<file path="src/verilog/dhbmc_pkg.sv">
// Constants for the dual bridge motor control logic
// Assumes a 50 MHz reference clock
package dhbmc_pkg;
   localparam int CLK_HZ          = 50000000;
   localparam int CLK_PERIOD_NS   = 20;
   // Chopping period
   localparam int PWM_FREQ_KHZ    = 50;
   localparam int PWM_CYCLES      = CLK_HZ / (PWM_FREQ_KHZ * 1000);
   // Blanking, least time, rounded up
   localparam int BLANK_NS        = 3750;
   localparam int BLANK_CYCLES    = (BLANK_NS + CLK_PERIOD_NS - 1) / CLK_PERIOD_NS;
   // Overcurrent deglitch, least time
   localparam int OCP_DEG_NS      = 4000;
   localparam int OCP_DEG_CYCLES  = (OCP_DEG_NS + CLK_PERIOD_NS - 1) / CLK_PERIOD_NS;
   // Dead time between leg partners
   localparam int DEAD_NS         = 450;
   localparam int DEAD_CYCLES     = (DEAD_NS + CLK_PERIOD_NS - 1) / CLK_PERIOD_NS;
   // Overcurrent retry time and wake delay, in microseconds
   localparam int OCP_RETRY_US    = 1350;
   localparam int OCP_RETRY_CYC   = OCP_RETRY_US * (CLK_HZ / 1000000);
   localparam int WAKE_US         = 1000;
   localparam int WAKE_CYC        = WAKE_US * (CLK_HZ / 1000000);
   // Counter widths
   localparam int CNT_W           = 17;
   localparam int PWM_W           = 10;
   localparam int SHORT_W         = 8;
   // Reset value of drive outputs
   localparam logic RST_DRIVE     = 1'b0;

   typedef enum logic [1:0] {
      DHB_RUN   = 2'b00,
      DHB_TRIP  = 2'b01,
      DHB_RETRY = 2'b10
   } dhb_ocp_t;
endpackage

</file>
<file path="src/verilog/dhbmc_top.sv">
// Dual H-bridge control logic: truth table, chopping, protection, sleep and wake
// Assumes comparator, overcurrent, thermal and supply flags are synchronous to ref_clk
`timescale 1ns/100ps
`default_nettype none

// How it works
// - Inputs 00 coast, 01 reverse, 10 forward, 11 brake, per bridge.
// - Fast decay turns all FETs off; slow decay turns both low sides on.
// - Sense trip forces both low sides on until next PWM period.
// - Sense flag ignored for 3.75 us after each period start.
// - Blanking acts as minimum on time of every chopping period.
// - Chop decision uses comparator flag for the 200 mV reference.
// - Chopping period runs from internal 50 kHz timebase, restarting drive.
// - Sleep low turns bridges off and holds all logic but the fault register in reset.
// - During sleep all inputs but supply low ignored; outputs high impedance unless supply low drives fault.
// - Outputs stay off for the 1 ms wake delay after sleep release.
// - Overcurrent past deglitch time turns bridge off and pulls fault low.
// - After retry time bridge re-enables and fault releases together.
// - Overcurrent shutdown touches only the bridge where it occurred.
// - High-side and low-side overcurrent flags watched apart from sense.
// - Overtemperature disables all FETs, pulls fault low, resumes by itself.
// - Supply low resets all logic but the fault register and disables bridge outputs until recovery.
// - Fault output pulled low during supply lockout.
// - Dead time inserted before a leg FET turns on after its partner.
module dhbmc_top
   import dhbmc_pkg::*;
#(
   parameter int OCP_RETRY_CYCLES = OCP_RETRY_CYC,
   parameter int WAKE_CYCLES      = WAKE_CYC
) (
   input  wire logic       ref_clk,
   input  wire logic       rst_n,
   input  wire logic       sleep_request_n,
   input  wire logic       supply_low_lockout,
   input  wire logic       overtemp_shutdown,
   input  wire logic [1:0] bridge_in_first,
   input  wire logic [1:0] bridge_in_second,
   input  wire logic [1:0] chop_trip,
   input  wire logic [1:0] ocp_high_side,
   input  wire logic [1:0] ocp_low_side,
   output logic      [1:0] out_first_high,
   output logic      [1:0] out_first_low,
   output logic      [1:0] out_second_high,
   output logic      [1:0] out_second_low,
   output logic            fault_flag_n_out,
   output logic            fault_flag_n_oe
);
   // Sleep or supply low resets all logic but the fault register
   wire       logicRstN = rst_n & sleep_request_n & ~supply_low_lockout;

   logic [CNT_W-1:0]   wakeCnt_r;
   logic               awake_r;
   logic [PWM_W-1:0]   pwmCnt_r;
   wire                pwmStart  = (pwmCnt_r == PWM_W'(PWM_CYCLES - 1));
   wire                blanking  = (pwmCnt_r < PWM_W'(BLANK_CYCLES));

   // Wake delay
   always_ff @(posedge ref_clk or negedge logicRstN) begin
      if (!logicRstN) begin
         wakeCnt_r <= '0;
         awake_r   <= 1'b0;
      end else if (!awake_r) begin
         wakeCnt_r <= wakeCnt_r + 1'b1;
         awake_r   <= (wakeCnt_r == CNT_W'(WAKE_CYCLES - 1));
      end
   end

   // Chopping timebase
   always_ff @(posedge ref_clk or negedge logicRstN) begin
      if (!logicRstN) begin
         pwmCnt_r <= '0;
      end else begin
         pwmCnt_r <= pwmStart ? '0 : pwmCnt_r + 1'b1;
      end
   end

   // Nets, since each bridge slice drives its own bit
   wire  [1:0] ocpFault;
   wire  [1:0] fhReq;
   wire  [1:0] flReq;
   wire  [1:0] shReq;
   wire  [1:0] slReq;

   genvar b;
   generate
      for (b = 0; b < 2; b++) begin : g_bridge
         logic               chopped_r;
         logic [SHORT_W-1:0] degCnt_r;
         logic [CNT_W-1:0]   retryCnt_r;
         dhb_ocp_t           ocpSt_r;
         dhb_ocp_t           ocpSt_nxt;
         wire                inA     = bridge_in_first[b];
         wire                inB     = bridge_in_second[b];
         wire                ocpSeen = ocp_high_side[b] | ocp_low_side[b];
         wire                degDone = (degCnt_r == SHORT_W'(OCP_DEG_CYCLES));
         wire                retryDone = (retryCnt_r == CNT_W'(OCP_RETRY_CYCLES - 1));
         wire                enable  = awake_r & ~overtemp_shutdown & (ocpSt_r == DHB_RUN);
         wire                drive   = inA ^ inB;
         // Chopping state: slow decay until next period
         always_ff @(posedge ref_clk or negedge logicRstN) begin
            if (!logicRstN) begin
               chopped_r <= 1'b0;
            end else if (pwmStart) begin
               chopped_r <= 1'b0;
            end else if (chop_trip[b] && !blanking && drive) begin
               chopped_r <= 1'b1;
            end
         end
         // Overcurrent state machine
         always_comb begin
            ocpSt_nxt = ocpSt_r;
            unique case (ocpSt_r)
               DHB_RUN:   if (degDone) ocpSt_nxt = DHB_TRIP;
               DHB_TRIP:  ocpSt_nxt = DHB_RETRY;
               DHB_RETRY: if (retryDone) ocpSt_nxt = DHB_RUN;
               default:   ocpSt_nxt = DHB_RUN;
            endcase
         end
         always_ff @(posedge ref_clk or negedge logicRstN) begin
            if (!logicRstN) begin
               ocpSt_r    <= DHB_RUN;
               degCnt_r   <= '0;
               retryCnt_r <= '0;
            end else begin
               ocpSt_r    <= ocpSt_nxt;
               degCnt_r   <= (ocpSeen && ocpSt_r == DHB_RUN && !degDone) ?
                             degCnt_r + 1'b1 : '0;
               retryCnt_r <= (ocpSt_r == DHB_RETRY) ? retryCnt_r + 1'b1 : '0;
            end
         end
         // Truth table with chop override
         assign ocpFault[b] = (ocpSt_r != DHB_RUN);
         assign fhReq[b] = enable & inA & ~inB & ~chopped_r;
         assign shReq[b] = enable & ~inA & inB & ~chopped_r;
         assign flReq[b] = enable & (inB | chopped_r);
         assign slReq[b] = enable & (inA | chopped_r);
      end
   endgenerate

   // Per leg dead time: a FET turns on only after its partner was off long enough
   // Bit map: [1:0] first high, [3:2] first low, [5:4] second high, [7:6] second low
   wire  [7:0]         legOn;
   wire  [7:0]         legReq = {slReq, shReq, flReq, fhReq};

   generate
      for (b = 0; b < 4; b++) begin : g_leg
         // Leg b: high side at bit HI, its low side partner at bit LO
         localparam int HI = (b < 2) ? b     : b + 2;
         localparam int LO = (b < 2) ? b + 2 : b + 4;
         logic               hiOut_r;
         logic               loOut_r;
         logic [SHORT_W-1:0] deadCnt_r;
         wire                legSw = (legReq[HI] != hiOut_r) | (legReq[LO] != loOut_r);
         // Any change first turns the whole leg off, then waits out the dead time
         always_ff @(posedge ref_clk or negedge logicRstN) begin
            if (!logicRstN) begin
               deadCnt_r <= '0;
               hiOut_r   <= RST_DRIVE;
               loOut_r   <= RST_DRIVE;
            end else if (legSw && (hiOut_r | loOut_r)) begin
               hiOut_r   <= 1'b0;
               loOut_r   <= 1'b0;
               deadCnt_r <= '0;
            end else if (deadCnt_r < SHORT_W'(DEAD_CYCLES)) begin
               deadCnt_r <= deadCnt_r + 1'b1;
            end else begin
               hiOut_r   <= legReq[HI];
               loOut_r   <= legReq[LO] & ~legReq[HI];
            end
         end
         assign legOn[HI] = hiOut_r;
         assign legOn[LO] = loOut_r;
      end
   endgenerate

   // Fault output register
   logic faultOe_r;
   wire  faultNow = ocpFault[0] | ocpFault[1] | overtemp_shutdown;
   always_ff @(posedge ref_clk or negedge rst_n) begin
      if (!rst_n) begin
         faultOe_r <= 1'b0;
      end else begin
         faultOe_r <= faultNow & sleep_request_n | supply_low_lockout;
      end
   end

   assign out_first_high   = legOn[1:0];
   assign out_first_low    = legOn[3:2];
   assign out_second_high  = legOn[5:4];
   assign out_second_low   = legOn[7:6];
   assign fault_flag_n_out = 1'b0;
   assign fault_flag_n_oe  = faultOe_r;

   // Assertions
   a_sleep_outputs_off: assert property (@(posedge ref_clk) disable iff (!rst_n)
      !sleep_request_n |=> (legOn == 8'h00))
      else $error("Bridge FET on during sleep");
   a_no_shoot_thru: assert property (@(posedge ref_clk) disable iff (!rst_n)
      !((legOn[0] & legOn[2]) | (legOn[1] & legOn[3]) |
        (legOn[4] & legOn[6]) | (legOn[5] & legOn[7])))
      else $error("Leg cross conduction");
   a_wake_hold_off: assert property (@(posedge ref_clk) disable iff (!logicRstN)
      $rose(logicRstN) |-> (legOn == 8'h00) [*8])
      else $error("Drive during wake delay");
   a_ocp_fault_low: assert property (@(posedge ref_clk) disable iff (!logicRstN)
      (g_bridge[0].ocpSt_r == DHB_TRIP) |=> faultOe_r)
      else $error("Fault not asserted on overcurrent");
   a_ocp_bridge_off: assert property (@(posedge ref_clk) disable iff (!logicRstN)
      (g_bridge[1].ocpSt_r != DHB_RUN) |-> !fhReq[1] && !shReq[1] && !flReq[1] && !slReq[1])
      else $error("Tripped bridge still requested");
   a_temp_fault: assert property (@(posedge ref_clk) disable iff (!logicRstN)
      overtemp_shutdown |-> (legReq == 8'h00) ##1 faultOe_r)
      else $error("Overtemperature not handled");
   a_chop_clear: assert property (@(posedge ref_clk) disable iff (!logicRstN)
      pwmStart |=> !g_bridge[0].chopped_r && !g_bridge[1].chopped_r)
      else $error("Chop not cleared at period start");
   a_blank_nochop: assert property (@(posedge ref_clk) disable iff (!logicRstN)
      blanking && !pwmStart |=> !$rose(g_bridge[0].chopped_r))
      else $error("Chop during blanking");
   a_supply_low_lockout_fault: assert property (@(posedge ref_clk) disable iff (!rst_n)
      supply_low_lockout |=> faultOe_r)
      else $error("Fault not asserted in lockout");

   // Truth table on bridge A requests
   a_coast_no_req: assert property (@(posedge ref_clk) disable iff (!logicRstN)
      !bridge_in_first[0] && !bridge_in_second[0] && !g_bridge[0].chopped_r
      |-> ((legReq & 8'h55) == 8'h00))
      else $error("Coast still requests a FET");
   a_fwd_req: assert property (@(posedge ref_clk) disable iff (!logicRstN)
      g_bridge[0].enable && bridge_in_first[0] && !bridge_in_second[0] && !g_bridge[0].chopped_r
      |-> ((legReq & 8'h55) == 8'h41))
      else $error("Forward decode wrong");
   a_rev_req: assert property (@(posedge ref_clk) disable iff (!logicRstN)
      g_bridge[0].enable && !bridge_in_first[0] && bridge_in_second[0] && !g_bridge[0].chopped_r
      |-> ((legReq & 8'h55) == 8'h14))
      else $error("Reverse decode wrong");
   a_brake_req: assert property (@(posedge ref_clk) disable iff (!logicRstN)
      g_bridge[0].enable && bridge_in_first[0] && bridge_in_second[0]
      |-> ((legReq & 8'h55) == 8'h44))
      else $error("Brake decode wrong");

   // Chopping
   a_chop_low_sides: assert property (@(posedge ref_clk) disable iff (!logicRstN)
      g_bridge[0].enable && g_bridge[0].chopped_r
      |-> ((legReq & 8'h55) == 8'h44))
      else $error("Chopped bridge not in slow decay");
   a_chop_needs_drive: assert property (@(posedge ref_clk) disable iff (!logicRstN)
      !g_bridge[0].drive
      |=> !$rose(g_bridge[0].chopped_r))
      else $error("Chop while bridge not driving");
   a_pwm_wrap: assert property (@(posedge ref_clk) disable iff (!logicRstN)
      pwmStart
      |=> (pwmCnt_r == '0))
      else $error("Chopping period did not restart");

   // Wake, sleep and lockout
   a_wake_no_req: assert property (@(posedge ref_clk) disable iff (!logicRstN)
      !awake_r
      |-> (legReq == 8'h00))
      else $error("Drive requested before wake");
   a_sleep_fault_off: assert property (@(posedge ref_clk) disable iff (!rst_n)
      !sleep_request_n && !supply_low_lockout
      |=> !faultOe_r)
      else $error("Fault driven during sleep");
   a_supply_low_lockout_outputs_off: assert property (@(posedge ref_clk) disable iff (!rst_n)
      supply_low_lockout
      |-> (legOn == 8'h00))
      else $error("FET on during lockout");

   // Overcurrent sequence
   a_ocp_trip_off: assert property (@(posedge ref_clk) disable iff (!logicRstN)
      (g_bridge[0].ocpSt_r != DHB_RUN)
      |-> ((legReq & 8'h55) == 8'h00))
      else $error("Tripped bridge A still requested");
   a_ocp_to_retry: assert property (@(posedge ref_clk) disable iff (!logicRstN)
      (g_bridge[0].ocpSt_r == DHB_TRIP)
      |=> (g_bridge[0].ocpSt_r == DHB_RETRY))
      else $error("Trip did not enter retry");
   a_retry_fault_held: assert property (@(posedge ref_clk) disable iff (!logicRstN)
      (g_bridge[0].ocpSt_r == DHB_RETRY)
      |=> faultOe_r)
      else $error("Fault released during retry");
   a_retry_ends: assert property (@(posedge ref_clk) disable iff (!logicRstN)
      (g_bridge[0].ocpSt_r == DHB_RETRY) && g_bridge[0].retryDone
      |=> (g_bridge[0].ocpSt_r == DHB_RUN))
      else $error("Retry did not re-enable bridge");
   a_other_bridge_on: assert property (@(posedge ref_clk) disable iff (!logicRstN)
      (g_bridge[0].ocpSt_r != DHB_RUN) && g_bridge[1].enable && !g_bridge[1].chopped_r &&
      bridge_in_first[1] && !bridge_in_second[1]
      |-> ((legReq & 8'hAA) == 8'h82))
      else $error("Healthy bridge stopped by other trip");

   // Fault line
   a_fault_on_any: assert property (@(posedge ref_clk) disable iff (!rst_n)
      faultNow && sleep_request_n
      |=> faultOe_r)
      else $error("Fault not driven on trip");
   a_fault_clear: assert property (@(posedge ref_clk) disable iff (!rst_n)
      !faultNow && !supply_low_lockout
      |=> !faultOe_r)
      else $error("Fault driven with no cause");

   // Dead time after a leg FET turns off
   a_dead_first_a: assert property (@(posedge ref_clk) disable iff (!logicRstN)
      $fell(legOn[0])
      |=> !legOn[2] [*8])
      else $error("Low side on too soon after high side");
   a_dead_second_a: assert property (@(posedge ref_clk) disable iff (!logicRstN)
      $fell(legOn[6])
      |=> !legOn[4] [*8])
      else $error("High side on too soon after low side");
endmodule

`default_nettype wire

</file>
<file path="config.mk">
export PLATFORM = sky130hd
export DESIGN_NAME = dhbmc_top
export DESIGN_NICKNAME = d
export VERILOG_FILES = /design/src/verilog/dhbmc_pkg.sv /design/src/verilog/dhbmc_top.sv
export SDC_FILE = /design/constraint.sdc
export NUM_CORES = 1
export LEC_CHECK = 0
export BUFFER_PORTS_ARGS = -buffer_cell sky130_fd_sc_hd__buf_4
export CORE_ASPECT_RATIO = 0.75
export CORE_UTILIZATION = 60
export CTS_CLUSTER_DIAMETER = 40
export DETAILED_ROUTE_END_ITERATION = 10
export HOLD_SLACK_MARGIN = 0.08
export PLACE_DENSITY = 0.85
export SETUP_SLACK_MARGIN = 0.15
export SYNTH_ARGS = -nofsm -noshare
export SYNTH_HDL_FRONTEND = slang
export SYNTH_SLANG_ARGS = --single-unit
</file>
<file path="constraint.sdc">
create_clock -name ref_clk -period 8.2 [get_ports ref_clk]
set_input_delay 0 -clock ref_clk [delete_from_list [all_inputs] [get_ports ref_clk]]
set_output_delay 0 -clock ref_clk [all_outputs]
set_load 0.01 [all_outputs]
</file>
# Yosys cells after proc, flatten, opt, wreduce, memory -nomap -nowiden
# Index checks and enable logic that the tools add are counted.
# classes
n_reduce_logical,27
order_cmp,5
mux,40
bitwise,57
n_addsub,10
eq_ne,26
# op_table
op,n
$mux W8,10
$add A17 B1 Y17 const B,3
$add A8 B1 Y8 const B,6
$eq A17 B17 Y1 const B,2
$mux W17,2
$lt A8 B5 Y1 const B,4
$and A1 B1 Y1,26
$mux W1,21
$eq A17 B16 Y1 const B,1
$or A1 B1 Y1,17
$eq A8 B8 Y1 const B,2
$ne A2 B2 Y1 const B,8
$reduce_bool A2 Y1,8
$logic_and A1 B1 Y1,12
$not A1 Y1,12
$pmux W2 S3,2
$add A10 B1 Y10 const B,1
$eq A10 B10 Y1 const B,1
$lt A10 B8 Y1 const B,1
$mux W10,1
$mux W2,4
$ne A1 B1 Y1,8
$eq A2 B1 Y1 const B,2
$eq A2 B2 Y1 const B,2
4 further kinds,9
# word_totals
input_bits,15
output_inout_bits,10
elab_cells,189
register_bits,125

# Depth between registers and ports, before layout
# logic_depth
word_depth,10
ltp_mapped,6
ltp_nobuf,6

# Least setup slack after synthesis
# OpenSTA, ideal clock, no wires.
# synth_timing
path_type,reg2reg
start,register g_bridge[0].ocpSt_r[1]
end,register g_leg[0].deadCnt_r[2]
required_time_ns,8.104
arrival_ns,1.701
synth_period_minus_slack_ns,1.797
path_slack_ns,6.403
stages_incl_launch_ff,6
path_buffers,1
setup_ns,0.096
cell_sequence,dfrtp_1 > or4b_4 > o21a_1 > o22a_1 > buf_6 > nor4_2
# synth_via
elab_chain_cells,9
# synth_rtl
item,line,source
"start, declared",dhbmc_top.sv:90,dhb_ocp_t ocpSt_r;
"start signal, assigned",dhbmc_top.sv:125,ocpSt_r <= ocpSt_nxt;
$logic_not A2 Y1 *,dhbmc_top.sv:97,wire enable = awake_r & ~overtemp_shutdown & (ocpSt_r == DHB_RUN);
$and A1 B1 Y1 *,dhbmc_top.sv:97,
$and A1 B1 Y1 (3 in series),dhbmc_top.sv:133,assign fhReq[b] = enable & inA & ~inB & ~chopped_r;
$ne A1 B1 Y1,dhbmc_top.sv:153,wire legSw = (legReq[HI] != hiOut_r) | (legReq[LO] != loOut_r);
$or A1 B1 Y1 *,dhbmc_top.sv:153,
$logic_and A1 B1 Y1 *,dhbmc_top.sv:160,end else if (legSw && (hiOut_r | loOut_r)) begin
$mux W8 or $reduce_bool A2 Y1 (tied branches),--,
"end signal, assigned",dhbmc_top.sv:165,deadCnt_r <= deadCnt_r + 1'b1;
"end, declared",dhbmc_top.sv:152,logic [SHORT_W-1:0] deadCnt_r;
# Every way passes the cells marked *; elsewhere a longest branch is shown, timed or not.
# A chain may end at the register's enable or synchronous reset.

# Final worst setup path
# layout_timing
start,register g_bridge[1].chopped_r
end,register g_leg[3].hiOut_r
# layout_via
elab_chain_cells,6
# layout_rtl
item,line,source
"start, declared",dhbmc_top.sv:87,logic chopped_r;
"start signal, assigned",dhbmc_top.sv:102,chopped_r <= 1'b0;
"start signal, assigned",dhbmc_top.sv:104,chopped_r <= 1'b0;
"start signal, assigned",dhbmc_top.sv:106,chopped_r <= 1'b1;
$or A1 B1 Y1 or $not A1 Y1 (tied branches),"dhbmc_top.sv:136, dhbmc_top.sv:134",
$and A1 B1 Y1 (on tied branches),"dhbmc_top.sv:136, dhbmc_top.sv:134",
$ne A1 B1 Y1,dhbmc_top.sv:153,
$or A1 B1 Y1,dhbmc_top.sv:153,
$logic_and A1 B1 Y1,dhbmc_top.sv:160,
$ne A2 B2 Y1 (no source line) or $mux W1 (tied branches),--,
"end signal, assigned",dhbmc_top.sv:167,hiOut_r <= legReq[HI];
"end, declared",dhbmc_top.sv:150,logic hiOut_r;
# Parallel ways exist; a longest one is shown, timed or not. The select of a mux whose other input is x is not followed.

==> qor.csv <==
metric;value;unit
run status;finished, final reports clean;
drt pass-1 iters;5;
overflow left after global routing;0;
Routed WL per cell;15.6;µm
clock-pin slew reported for the worst setup and hold paths after clock tree synthesis;0.05;ns
cell area after synthesis;5970;µm²
Placement Rows;31;
horizontal extent of the die;117;µm
transition at the pin with the smallest max-transition slack;1.00;ns
final estimated routing congestion in global placement;0.822;
TritonCTS buffer count;17;
worst hold slack;0.108;ns
Yosys Warn Count;0;
VDD IR max;0.138;mV
number of buffer cells added on primary ports;23;
share of total power in combinational logic;0.040;
largest net degree at the start of global routing;84;
most numerous cell on the critical path;dlygate4sd3_1;
drt drc;0;
critical path type;flip-flop to flip-flop;
smallest setup slack after layout;5.74;ns
slowest stage cell on the critical path;dlygate4sd3_1;
Total Routing Usage GR;0.258;
Die Height;88.4;µm
placeable core area;9660;µm²
worst-skew pair later-pin latency;0.41;ns
MaxCap Viol Count;0;
area of the multi-input gates;2670;µm²
sequential power share;0.441;
peak fanout along the critical path;3;
cell chosen for the clock root;clkbuf_16;
clock network power share;0.519;
pre-CTS worst setup slack;6.21;ns
post-synthesis net count;613;
total net switching power;310;µW
leading register cell type out of synthesis;dfrtp_1;
die area;10400;µm²
final-report setup violation count;0;
Final Slew Violations;0;
endpoint class of the critical path;flip-flop;
Largest delay share family, worst path;buffers and inverters;
maximum number of buffers from clock root to sink;2;
final-layout setup total negative slack;0;ns
Post-synth EDFFs;0;
initial antenna violation count;0;
share of the cycle needed by the critical path after routing;0.299;
growth of design area from synthesis to finish;17.3;%
list of cells traversed by the critical path;nor2_1 -> nand2_1 -> dlygate4sd3_1 -> or3_1 -> dlygate4sd3_1 -> a21oi_1;
Post-Synthesis Cells;586;
via density per instance;5.80;
hold-fix buffers at CTS;20;
total routed wirelength;12100;µm
count of boundary I/O pins;25;
Final Hold Violating Endpoints;0;
area taken by flip-flops and latches;3130;µm²
Max Freq;407;MHz
number of setup buffers added after CTS;0;
worst clock skew;0.00630;ns
switching part of the total power;0.209;
CTS tree;built;
Post-Synthesis Mean Instance Area;10.2;µm²
required time of the critical path;8.52;ns
via count of the first global-routing pass;4327;
shortest period the worst path allows;2.46;ns
commonest non-fill, non-tap cell in the layout;dfrtp_1;
count of clock tree sinks;125;
largest stage delay on the critical path;0.58;ns
unique cell type count in the Yosys netlist;57;
relative slew slack;0.331;
initial detailed-routing violation count;363;
layout cell share with drive strength beyond 1;0.103;
critical path arrival;2.78;ns
cell leakage power;0.00308;µW
Cell Pwr Density;212;nW/µm²
Final #Nets;657;
CP bufs+invs;2;
Internal Dissipation;1170;µW
post_cts resized;0;
number of register bits inferred by synthesis;125;
critical path launch point type;flip-flop;
most frequent cells in the layout;dfrtp_1, nor2_1, nand3_1;
setup repair after global routing missed its margin;false;
total vias in the final route;4487;
global-route wire length before repair;20400;µm
number of nets with antenna violations after routing;0;
Initial Util;0.618;
Inserted Diodes;0;
post-synthesis async set-or-reset flop share;1.00;
final HPWL from detailed placement;7560;µm
deepest level of the CTS H-tree;4;
register area share after synthesis;0.524;
min-delay worst type;primary input to flip-flop;
number of fillers in the final layout;642;
## worst min-delay path, cell delays in order
cell and delay, ns:
buf_4 0.12, and4bb_2 0.23, a21boi_0 0.12
## power by group through the flow
stage / logic, µW / registers [µW] / clock network (µW)
floorplan: 37.1 / 659 / 0
global placement: 50.0 / 662 / 0
detailed placement: 52.2 / 663 / 0
CTS: 59.6 / 654 / 775
global route: 68.9 / 658 / 806
finish: 59.8 / 655 / 770
## cells in the mapped netlist, types with 10 or more instances
library cell,n,area (µm²)
xnor2_1,35,307
nor2_1,86,323
dfrtp_1,125,3130
ha_1,12,150
nand4_1,14,87.6
nand3_1,44,220
xor2_1,27,236
inv_1,13,48.8
and3_1,11,68.8
nand2_1,34,128
buf_4,10,75.1
nor3_1,14,70.1
or3_1,12,75.1
o21ai_0,13,65.1
a21oi_1,20,100
nor4_1,11,68.8
## area by class of cell
class | count | share of cell area
Sequential cell | 125 | 0.447
Tap cell | 132 | 0.0236
Multi-Input combinational cell | 429 | 0.382
Clock inverter | 6 | 0.0154
Inverter | 13 | 0.00697
Timing Repair Buffer | 44 | 0.0543
Clock buffer | 24 | 0.0716
## cells by family after synthesis
kind of cell               Yosys count  share of synthesized area
AOI/OAI and AO/OA                   66                     0.0714
buffers and inverters               32                     0.0291
xor gates and xnor gates            62                     0.0909
muxes                                5                    0.00859
DFF                                125                      0.524
and+or+nand+nor                    283                      0.250
other                                1                   0.000628
adders and majority gates           12                     0.0251
## path summary, 6_finish.rpt
check                                 startpoint                        end  slack, ns  depth (start not counted)
setup / recovery           g_bridge[1].chopped_r           g_leg[3].hiOut_r       5.74                          6
hold / removal                bridge_in_first[1]           g_leg[1].hiOut_r       0.11                          3
setup reg to reg           g_bridge[1].chopped_r           g_leg[3].hiOut_r       5.74                          6
hold reg to reg                    wakeCnt_r[16]              wakeCnt_r[16]       0.47                          1
max in group asynchronous     supply_low_lockout  g_bridge[0].retryCnt_r[1]       6.22                          4
min in group asynchronous        sleep_request_n    g_bridge[1].degCnt_r[4]       0.36                          3
## registers in the layout, indices dropped and copies added (netlist names)
signal / cells
g_bridge.retryCnt_r: 34
wakeCnt_r: 17
g_bridge.chopped_r: 2
g_leg.deadCnt_r: 32
g_leg.loOut_r: 4
pwmCnt_r: 10
g_bridge.degCnt_r: 16
g_leg.hiOut_r: 4
fault_flag_n_oe: 1
g_bridge.ocpSt_r: 4
awake_r: 1
## stage by stage
stage | power, µW | utilization | instances | cell area (µm²)
2_1_floorplan | 696 | - | 586 | 5970
3_3_place_gp | 713 | 0.642 | 723 | 6200
3_5_place_dp | 715 | 0.642 | 723 | 6200
4_1_cts | 1490 | 0.725 | 773 | 7010
5_1_grt | 1530 | 0.725 | 773 | 7010
6_report | 1480 | 0.725 | 773 | 7010
## metal layers
| metal | share of wire | GRT usage | vias up |
|---|---|---|---|
| li1 | - | - | 2135 |
| met1 | 0.47 | 0.342 | 2232 |
| met2 | 0.48 | 0.420 | 99 |
| met3 | 0.034 | 0.0610 | 21 |
| met4 | 0.013 | 0.0875 | 0 |
| met5 | 0 | 0 | - |
(Power assumes the default switching activity.)
